File: config.mk
export PLATFORM = sky130hd
export DESIGN_NAME = hbpm_top
export DESIGN_NICKNAME = d
export VERILOG_FILES = /design/src/rtl/hbpm_pkg.sv /design/src/rtl/hbpm_top.sv /design/src/rtl/hbpm_pin_sync.sv /design/src/rtl/hbpm_dead_time.sv
export SDC_FILE = /design/constraint.sdc
export NUM_CORES = 1
export LEC_CHECK = 0
export BUFFER_PORTS_ARGS = -buffer_cell sky130_fd_sc_hd__buf_4
export CORE_AREA = 2 2 159 161
export CTS_BUF_LIST = sky130_fd_sc_hd__clkbuf_8 sky130_fd_sc_hd__clkbuf_16
export DETAILED_ROUTE_END_ITERATION = 10
export DIE_AREA = 0 0 161 163
export SKIP_CTS_REPAIR_TIMING = 1
export SYNTH_ARGS = -nofsm -noshare
export SYNTH_HDL_FRONTEND = slang
export SYNTH_HIERARCHICAL = 1
export SYNTH_SLANG_ARGS = --single-unit
File: constraint.sdc
create_clock -name clock -period 6.6 [get_ports clock]
set_clock_uncertainty 0.05 [all_clocks]
set_input_delay 0.99 -clock clock [delete_from_list [all_inputs] [get_ports clock]]
set_output_delay 0.99 -clock clock [all_outputs]
set_load 0.1 [all_outputs]
File: src/rtl/hbpm_pkg.sv
package hbpm_pkg;
  localparam int        ADDR_W       = 8;
  localparam int        DATA_W       = 32;
  localparam int        INPUTS       = 4;
  // Register byte offsets
  localparam bit [7:0]  OFS_STATE    = 8'h00;
  localparam bit [7:0]  OFS_ROUTE    = 8'h04;
  localparam bit [7:0]  OFS_SIDE     = 8'h08;
  localparam bit [7:0]  OFS_FWHEEL   = 8'h0C;
  localparam bit [7:0]  OFS_SCHEME   = 8'h10;
  localparam bit [7:0]  OFS_GATES    = 8'h14;
  localparam bit [7:0]  OFS_STRAP    = 8'h18;
  // Bridge state, scheme, side and freewheel codes
  localparam bit [1:0]  ST_OFF       = 2'h0;
  localparam bit [1:0]  ST_LOW       = 2'h1;
  localparam bit [1:0]  ST_HIGH      = 2'h2;
  localparam bit [1:0]  ST_PWM       = 2'h3;
  localparam bit [1:0]  SCHEME_HALF  = 2'h0;
  localparam bit        SIDE_HIGH    = 1'h0;
  localparam bit        FW_ACTIVE    = 1'h0;
  // Reset values
  localparam bit [15:0] RST_STATE    = 16'h0000;
  localparam bit [15:0] RST_ROUTE    = 16'h0000;
  localparam bit [7:0]  RST_SIDE     = 8'h00;
  localparam bit [7:0]  RST_FWHEEL   = 8'h00;
  localparam bit [1:0]  RST_SCHEME   = 2'h0;
  // Dead time and clock rate
  localparam int        CLOCK_MHZ    = 200;
  localparam int        DEAD_NS      = 100;
  localparam int        DEAD_CYC     = (DEAD_NS * CLOCK_MHZ + 999) / 1000;
  localparam int        DEAD_W       = 8;
  // Strap capture sequencer
  typedef enum logic [2:0] {
    CAP_GRAB  = 3'b001,
    CAP_RUN   = 3'b010,
    CAP_SLEEP = 3'b100
  } hbpm_cap_t;
endpackage : hbpm_pkg

File: src/rtl/hbpm_top.sv
module hbpm_top #(
  parameter int NUM_BRIDGES = 8,
  parameter bit STRAPPED    = 1'b0
) (
  input  wire logic                        clock,
  input  wire logic                        arst_n,
  input  wire logic                        ce,
  input  wire logic                        psel,
  input  wire logic                        penable,
  input  wire logic                        pwrite,
  input  wire logic [hbpm_pkg::ADDR_W-1:0] paddr,
  input  wire logic [hbpm_pkg::DATA_W-1:0] pwdata,
  output logic      [hbpm_pkg::DATA_W-1:0] prdata,
  output logic                             pready,
  output logic                             pslverr,
  input  wire logic                        pwm_input_one,
  input  wire logic                        pwm_input_two,
  input  wire logic                        pwm_input_three,
  input  wire logic                        pwm_input_four,
  input  wire logic                        mode_strap,
  input  wire logic                        sleep_request_n,
  output logic      [NUM_BRIDGES-1:0]      high_gate_out,
  output logic      [NUM_BRIDGES-1:0]      low_gate_out
);
  localparam int N  = NUM_BRIDGES;
  localparam int N2 = 2 * NUM_BRIDGES;

  // Synchronised pins
  logic [hbpm_pkg::INPUTS+1:0] pinRaw;
  logic [hbpm_pkg::INPUTS+1:0] pinLvl;
  logic [hbpm_pkg::INPUTS-1:0] pwmLvl;
  logic                        strapLvl;
  logic                        awakeLvl;

  // Software fields
  logic [N2-1:0] half_bridge_state_sel;
  logic [N2-1:0] half_bridge_source_sel;
  logic [N-1:0]  bridge_drive_side_bit;
  logic [N-1:0]  bridge_freewheel_bit;
  logic [1:0]    bridge_scheme_sel;
  logic [N2-1:0] next_state_sel;
  logic [N2-1:0] next_source_sel;
  logic [N-1:0]  next_side;
  logic [N-1:0]  next_fwheel;
  logic [1:0]    next_scheme;

  // Bus answer
  logic [hbpm_pkg::DATA_W-1:0] next_prdata;
  logic                        next_pready;
  logic                        next_pslverr;
  logic                        wrStrobe;
  logic                        hitReg;

  // Strap capture
  hbpm_pkg::hbpm_cap_t capState;
  hbpm_pkg::hbpm_cap_t next_capState;
  logic                strapHeld;
  logic                next_strapHeld;

  // Gate demand
  logic [N-1:0] wantHigh;
  logic [N-1:0] wantLow;
  logic         schemeOn;

  // Two-bit field of bridge i within a packed vector
  function automatic logic [1:0] fieldOf(input logic [N2-1:0] vec, input int i);
    fieldOf = vec[2*i +: 2];
  endfunction : fieldOf

  // Write data cut to the N2-bit width of a field register
  function automatic logic [N2-1:0] wide(input logic [hbpm_pkg::DATA_W-1:0] d);
    wide = d[N2-1:0];
  endfunction : wide

  // True for every mapped register offset
  function automatic logic isReg(input logic [hbpm_pkg::ADDR_W-1:0] a);
    unique case (a)
      hbpm_pkg::OFS_STATE,
      hbpm_pkg::OFS_ROUTE,
      hbpm_pkg::OFS_SIDE,
      hbpm_pkg::OFS_FWHEEL,
      hbpm_pkg::OFS_SCHEME,
      hbpm_pkg::OFS_GATES,
      hbpm_pkg::OFS_STRAP: isReg = 1'b1;
      default:             isReg = 1'b0;
    endcase
  endfunction : isReg

  // Pins gathered for the synchroniser, sleep and strap on top
  assign pinRaw = {sleep_request_n, mode_strap, pwm_input_four,
                   pwm_input_three, pwm_input_two, pwm_input_one};

  // Every pin crosses a three-flop chain and then the filtered level flop
  hbpm_pin_sync #(
    .W (hbpm_pkg::INPUTS + 2)
  ) u_sync (
    .clock  (clock),
    .arst_n (arst_n),
    .ce     (ce),
    .pin    (pinRaw),
    .level  (pinLvl)
  );

  assign pwmLvl   = pinLvl[hbpm_pkg::INPUTS-1:0];
  assign strapLvl = pinLvl[hbpm_pkg::INPUTS];
  assign awakeLvl = pinLvl[hbpm_pkg::INPUTS+1];

  // Strap is caught once after reset and again after each wake-up
  always_comb begin
    next_capState  = capState;
    next_strapHeld = strapHeld;
    unique case (capState)
      hbpm_pkg::CAP_GRAB: begin
        if (awakeLvl) begin
          next_strapHeld = strapLvl;
          next_capState  = hbpm_pkg::CAP_RUN;
        end
      end
      hbpm_pkg::CAP_RUN: begin
        if (!awakeLvl) begin
          next_capState = hbpm_pkg::CAP_SLEEP;
        end
      end
      hbpm_pkg::CAP_SLEEP: begin
        if (awakeLvl) begin
          next_capState = hbpm_pkg::CAP_GRAB;
        end
      end
      default: begin
        next_capState = hbpm_pkg::CAP_GRAB;
      end
    endcase
  end

  // Capture state and held strap
  always_ff @(posedge clock or negedge arst_n) begin
    if (!arst_n) begin
      capState  <= hbpm_pkg::CAP_GRAB;
      strapHeld <= 1'b0;
    end else if (ce) begin
      capState  <= next_capState;
      strapHeld <= next_strapHeld;
    end
  end

  // Access phase lasts two cycles; a write lands with pready
  assign wrStrobe = psel & penable & pready & pwrite;
  assign hitReg   = isReg(paddr);

  // Field registers; effect on gates follows one cycle later
  always_comb begin
    next_state_sel  = half_bridge_state_sel;
    next_source_sel = half_bridge_source_sel;
    next_side       = bridge_drive_side_bit;
    next_fwheel     = bridge_freewheel_bit;
    next_scheme     = bridge_scheme_sel;
    if (wrStrobe) begin
      unique case (paddr)
        hbpm_pkg::OFS_STATE:  next_state_sel  = wide(pwdata);
        hbpm_pkg::OFS_ROUTE:  next_source_sel = wide(pwdata);
        hbpm_pkg::OFS_SIDE:   next_side       = pwdata[N-1:0];
        hbpm_pkg::OFS_FWHEEL: next_fwheel     = pwdata[N-1:0];
        hbpm_pkg::OFS_SCHEME: next_scheme     = pwdata[1:0];
        default: ;
      endcase
    end
  end

  // Field register flops
  always_ff @(posedge clock or negedge arst_n) begin
    if (!arst_n) begin
      half_bridge_state_sel  <= N2'(hbpm_pkg::RST_STATE);
      half_bridge_source_sel <= N2'(hbpm_pkg::RST_ROUTE);
      bridge_drive_side_bit  <= N'(hbpm_pkg::RST_SIDE);
      bridge_freewheel_bit   <= N'(hbpm_pkg::RST_FWHEEL);
      bridge_scheme_sel      <= hbpm_pkg::RST_SCHEME;
    end else if (ce) begin
      half_bridge_state_sel  <= next_state_sel;
      half_bridge_source_sel <= next_source_sel;
      bridge_drive_side_bit  <= next_side;
      bridge_freewheel_bit   <= next_fwheel;
      bridge_scheme_sel      <= next_scheme;
    end
  end

  // Read mux, unmapped addresses give an error
  always_comb begin
    next_pready  = psel & penable & ~pready;
    next_pslverr = 1'b0;
    next_prdata  = '0;
    if (next_pready) begin
      next_pslverr = ~hitReg;
      if (!pwrite) begin
        unique case (paddr)
          hbpm_pkg::OFS_STATE:  next_prdata[N2-1:0] = half_bridge_state_sel;
          hbpm_pkg::OFS_ROUTE:  next_prdata[N2-1:0] = half_bridge_source_sel;
          hbpm_pkg::OFS_SIDE:   next_prdata[N-1:0]  = bridge_drive_side_bit;
          hbpm_pkg::OFS_FWHEEL: next_prdata[N-1:0]  = bridge_freewheel_bit;
          hbpm_pkg::OFS_SCHEME: next_prdata[1:0]    = bridge_scheme_sel;
          hbpm_pkg::OFS_GATES:  next_prdata[N2-1:0] = {low_gate_out, high_gate_out};
          hbpm_pkg::OFS_STRAP:  next_prdata[1:0]    = {awakeLvl, strapHeld};
          default: ;
        endcase
      end
    end
  end

  // Bus answer flops
  always_ff @(posedge clock or negedge arst_n) begin
    if (!arst_n) begin
      prdata  <= '0;
      pready  <= 1'b0;
      pslverr <= 1'b0;
    end else if (ce) begin
      prdata  <= next_prdata;
      pready  <= next_pready;
      pslverr <= next_pslverr;
    end
  end

  // Half-bridge scheme enable; eight-bridge parts have only this scheme
  always_comb begin
    if (N > hbpm_pkg::INPUTS) begin
      schemeOn = 1'b1;
    end else if (STRAPPED) begin
      schemeOn = strapHeld;
    end else begin
      schemeOn = (bridge_scheme_sel == hbpm_pkg::SCHEME_HALF);
    end
    schemeOn = schemeOn & (capState == hbpm_pkg::CAP_RUN);
  end

  // Per-bridge demand and dead-time stage
  for (genvar g = 0; g < N; g++) begin : g_bridge
    logic [1:0] stateSel;
    logic [1:0] srcSel;
    logic       side;
    logic       fwheel;
    logic       pwm;

    // Field decode into gate demand
    always_comb begin
      if (STRAPPED) begin
        stateSel = hbpm_pkg::ST_PWM;
        srcSel   = 2'(g % hbpm_pkg::INPUTS);
        side     = hbpm_pkg::SIDE_HIGH;
        fwheel   = hbpm_pkg::FW_ACTIVE;
      end else begin
        stateSel = fieldOf(half_bridge_state_sel, g);
        srcSel   = fieldOf(half_bridge_source_sel, g);
        side     = bridge_drive_side_bit[g];
        fwheel   = bridge_freewheel_bit[g];
      end
      pwm = pwmLvl[srcSel];
      wantHigh[g] = 1'b0;
      wantLow[g]  = 1'b0;
      unique case (stateSel)
        hbpm_pkg::ST_OFF:  ;
        hbpm_pkg::ST_LOW:  wantLow[g]  = 1'b1;
        hbpm_pkg::ST_HIGH: wantHigh[g] = 1'b1;
        hbpm_pkg::ST_PWM: begin
          if (side == hbpm_pkg::SIDE_HIGH) begin
            wantHigh[g] = pwm;
            wantLow[g]  = ~pwm & (fwheel == hbpm_pkg::FW_ACTIVE);
          end else begin
            wantLow[g]  = pwm;
            wantHigh[g] = ~pwm & (fwheel == hbpm_pkg::FW_ACTIVE);
          end
        end
      endcase
    end

    // Dead-time stage drives the gate pins
    hbpm_dead_time u_dead (
      .clock    (clock),
      .arst_n   (arst_n),
      .ce       (ce),
      .wantHigh (wantHigh[g] & schemeOn),
      .wantLow  (wantLow[g] & schemeOn),
      .highGate (high_gate_out[g]),
      .lowGate  (low_gate_out[g])
    );
  end
endmodule : hbpm_top

File: src/rtl/hbpm_pin_sync.sv
module hbpm_pin_sync #(
  parameter int W = 1
) (
  input  wire logic         clock,
  input  wire logic         arst_n,
  input  wire logic         ce,
  input  wire logic [W-1:0] pin,
  output logic      [W-1:0] level
);
  logic [W-1:0] s1;
  logic [W-1:0] s2;
  logic [W-1:0] s3;
  logic [W-1:0] next_level;

  // A bit changes once the second and third stages agree
  always_comb begin
    for (int i = 0; i < W; i++) begin
      next_level[i] = (s2[i] == s3[i]) ? s3[i] : level[i];
    end
  end

  // Three-stage chain and filtered level
  always_ff @(posedge clock or negedge arst_n) begin
    if (!arst_n) begin
      s1    <= '0;
      s2    <= '0;
      s3    <= '0;
      level <= '0;
    end else if (ce) begin
      s1    <= pin;
      s2    <= s1;
      s3    <= s2;
      level <= next_level;
    end
  end
endmodule : hbpm_pin_sync

File: src/rtl/hbpm_dead_time.sv
module hbpm_dead_time #(
  parameter logic [hbpm_pkg::DEAD_W-1:0] DEAD = hbpm_pkg::DEAD_CYC[hbpm_pkg::DEAD_W-1:0]
) (
  input  wire logic clock,
  input  wire logic arst_n,
  input  wire logic ce,
  input  wire logic wantHigh,
  input  wire logic wantLow,
  output logic      highGate,
  output logic      lowGate
);
  logic [hbpm_pkg::DEAD_W-1:0] gapCount;
  logic [hbpm_pkg::DEAD_W-1:0] next_wait;
  logic                        next_high;
  logic                        next_low;

  // A gate turns on only after the other is off and the gap has run out
  always_comb begin
    next_high = highGate & wantHigh;
    next_low  = lowGate & wantLow;
    next_wait = gapCount;
    if ((highGate & ~wantHigh) | (lowGate & ~wantLow)) begin
      next_wait = DEAD;
    end else if (gapCount != '0) begin
      next_wait = gapCount - 1'b1;
    end
    if (wantHigh & ~lowGate & (gapCount == '0)) begin
      next_high = 1'b1;
    end
    if (wantLow & ~highGate & (gapCount == '0)) begin
      next_low = 1'b1;
    end
  end

  // Gate flops
  always_ff @(posedge clock or negedge arst_n) begin
    if (!arst_n) begin
      highGate <= 1'b0;
      lowGate  <= 1'b0;
      gapCount <= '0;
    end else if (ce) begin
      highGate <= next_high;
      lowGate  <= next_low;
      gapCount <= next_wait;
    end
  end
endmodule : hbpm_dead_time

==> summary.txt <==
Power
  • Gate power share: roughly a quarter
  • Net Sw Power: 1.20 mW
  • Int Power: ~2.2 mW
  • Clock power frac: between 20 and 30%
  • Leak: ~4.7 nW
  • Net Sw Frac: a little over a third
  • Final total power: approximately 3.4 mW
  • Seq pwr share: between 40% and 50%
  • Worst IR drop on VDD: approximately 0.12 mV
  • Power Density: about 310 nW/um2

Synthesis
  • Post-synthesis sequential area ratio: 45.3%
  • Synth top area share: around 45%
  • Synth Register Bits: 176
  • Gate Count Post-Synth: between 800 and 900
  • Number of synthesized flops with an enable pin: 0
  • Most common cell in the netlist: dfrtp_1
  • Synth Area per Inst: roughly 11 um2
  • Post-synth top flop: dfrtp_1
  • Async set-reset flop share out of synthesis: between 90% and 100%
  • Cell Area, Synth: slightly below 10,000 um2
  • Yosys cell types: between 60 and 70
  • Top cells by area, synth: dfrtp_1 45%, mux2_2 8.3%, a21oi_1 2.6%
  • Commonest cells in the netlist: 175 x dfrtp_1, 72 x mux2_2, 64 x inv_1, 51 x a21oi_1, 46 x nand2_1
  • Ys Warns: 6
  • Cell taking the most area after synthesis: dfrtp_1

Placement
  • Post-DP HPWL: approximately 16 mm
  • Dpl cell area: approximately 10,000 um2
  • Placed cell count: about 1,300
  • Placer Congestion: 0.837
  • Port-buffer cells: just under 70
  • DP Worst Slack: around 3000 ps

Drt
  • Vias per cell: between 5 and 6
  • Iter 0 DRT Violations: between 600 and 700
  • Drc violations: 0
  • Routed WL per cell: approximately 18 um
  • Pre-antenna DRT Iters: 6
  • Vias: around 7,500
  • Post-Route WL: between 20 and 25 mm
  • Routed Antenna Nets: 0

Clock network
  • CTS max path bufs: 2
  • Cts bufs inserted: 17
  • CTS clk-pin slew, worst paths: ~70 ps
  • Clock Tree Root: clkbuf_16
  • CTS tree: done
  • Htree depth: 4
  • Clk_lat worst skew: around 430 ps
  • CTS sink count: roughly 180

Final layout
  • Fillers: between 2,000 and 2,500
  • Non-filler cells, final: 1,303
  • Core Util, Final: 44.7%
  • Register area: approximately 4400 um2
  • Finished Cell Area: about 11,000 um2
  • Antenna fix cells: 0
  • Synthesis-to-layout area growth: 13.3%
  • Final nets: 1,020
  • Layout cells sized above 1: between 20% and 30%
  • Multi-input logic area: about 4800 um2

Timing
  • Worst slew pin tran: 1040 ps
  • Fin crit period: ~3200 ps
  • Max Freq: between 300 and 400 MHz
  • Final Hold Vio Count: 0
  • Fin. max-slew vios: 0
  • Hold slack: between 400 and 500 ps
  • Final WS setup: ~3400 ps
  • RSZ-0062 raised after global routing: no
  • Period utilization: 49.0%
  • Setup violators final: 0
  • Slew HR: between 30% and 40%
  • Setup TNS: 0 ps

Flow run
  • Max Cap Viol: 0

Status
  • Status: finished, final reports clean

Critical path
  • Flop2flop setup slack: about 3800 ps
  • Worst path required time: between 6000 and 7000 ps
  • CP Class: primary input to flip-flop
  • Critical path peak fanout: 23
  • Worst setup SP type: primary input
  • CP Data Arrival Time: 3500 ps
  • Endpoint type of the worst setup path: flip-flop

Die
  • Io pins: roughly 100
  • Die Ht: between 150 and 200 um
  • Core Area: roughly 25,000 um2
  • Die ar.: approximately 26,000 um2
  • Chip Width: about 160 um
  • Initial core utilization: ~40%
  • # rows: 58

Global routing
  • Vias in the first global route: approximately 7,000
  • Total congestion overflow: 0
  • GRT Total Usage: a little under a fifth
  • First-pass GRT wire length: ~38 mm
  • Initial antenna violation count: 0
  • Pin count of the biggest net entering global routing: 75

Min path
  • Worst hold path class: flip-flop to flip-flop
-- power groups by stage --
stage,Clock (mW),Combinational [mW],Sequential [mW]
4_1_cts,1.00,0.857,1.56
2_1_floorplan,0,0.679,1.51
5_1_grt,1.04,0.953,1.61
3_3_place_gp,0,0.833,1.57
3_5_place_dp,0,0.855,1.58
6_report,0.973,0.848,1.57
-- cell usage in the layout, fill, tap and decap left out, types with 9 or more instances in the layout --
cell and count:
dfrtp_1 175, buf_4 74, mux2_2 72, inv_1 64, a21oi_1 51, nand2_1 46, nand2b_1 30, nor2_1 26
o21ai_0 24, nand3_1 21, a31oi_1 18, or3_1 17, clkbuf_16 17, conb_1 16, nand4_1 16, a41oi_1 16
a211oi_1 16, a22o_1 15, a22oi_1 10, a211o_1 10, nand4b_1 9, o2bb2ai_1 9, o32ai_1 9, or4_1 9
-- flip-flops by register name (all words and copies together), names as in the netlist --
register / flops
bridge_drive_side_bit: 8
bridge_freewheel_bit: 8
bridge_scheme_sel: 2
capState: 3
g_bridge.u_dead/gapCount: 64
g_bridge.u_dead/highGate: 8
g_bridge.u_dead/lowGate: 8
half_bridge_source_sel: 16
half_bridge_state_sel: 16
prdata: 16
pready: 1
pslverr: 1
strapHeld: 1
u_sync/level: 6
u_sync/s1: 6
u_sync/s2: 6
u_sync/s3: 6
-- final timing paths --
path / startpoint / depth (start not counted) / endpoint
worst max-delay path: paddr[4] / 5 / bridge_drive_side_bit[7]$_DFFE_PN0P_
worst min-delay path: u_sync/s3[0]$_DFFE_PN0P_ / 1 / u_sync/level[0]$_DFFE_PN0P_
worst max register to register: u_sync/level[0]$_DFFE_PN0P_ / 6 / g_bridge[3].u_dead/gapCount[2]$_DFFE_PN0P_
worst min register to register: u_sync/s3[0]$_DFFE_PN0P_ / 1 / u_sync/level[0]$_DFFE_PN0P_
max in group asynchronous: arst_n / 2 / half_bridge_state_sel[1]$_DFFE_PN0P_
min in group asynchronous: arst_n / 1 / g_bridge[4].u_dead/gapCount[4]$_DFFE_PN0P_
-- layout make-up --
cell class	count	area share [%]
clock inverters	14	1.10
flip-flops and latches	176	40.0
inverters	64	2.18
multi-input cells	626	43.9
repair buffers	75	5.14
well taps	330	3.75
clock buffers	18	3.99
-- worst max-delay path, stage by stage --
cell and delay [ps]:
buf_4 220, nor4_4 790, nand4_4 220, nor2b_1 850, mux2_2 420
-- metal layers --
metal / GRT usage, % / vias up / routed length (um)
met2: 29.7 / 170 / 11100
li1: - / 3560 / -
met5: 0 / - / 0
met4: 4.91 / 0 / 272
met1: 25.4 / 3715 / 10800
met3: 3.97 / 12 / 1440
-- cell families (layout without fill, tap and decap cells) --
| family | after synthesis | in the layout | share of synthesized area (%) |
|---|---|---|---|
| buffers and inverters | 108 | 171 | 5.74 |
| flip-flops | 176 | 176 | 45.3 |
| AND/OR/NAND/NOR | 272 | 272 | 18.8 |
| other | 1 | 16 | 0.0385 |
| multiplexers | 88 | 88 | 11.0 |
| AO/OA/AOI/OAI | 242 | 242 | 18.1 |
| adder cells (fa/ha/maj) | 8 | 8 | 1.03 |
Note: power is estimated with default switching activity, not from simulation.
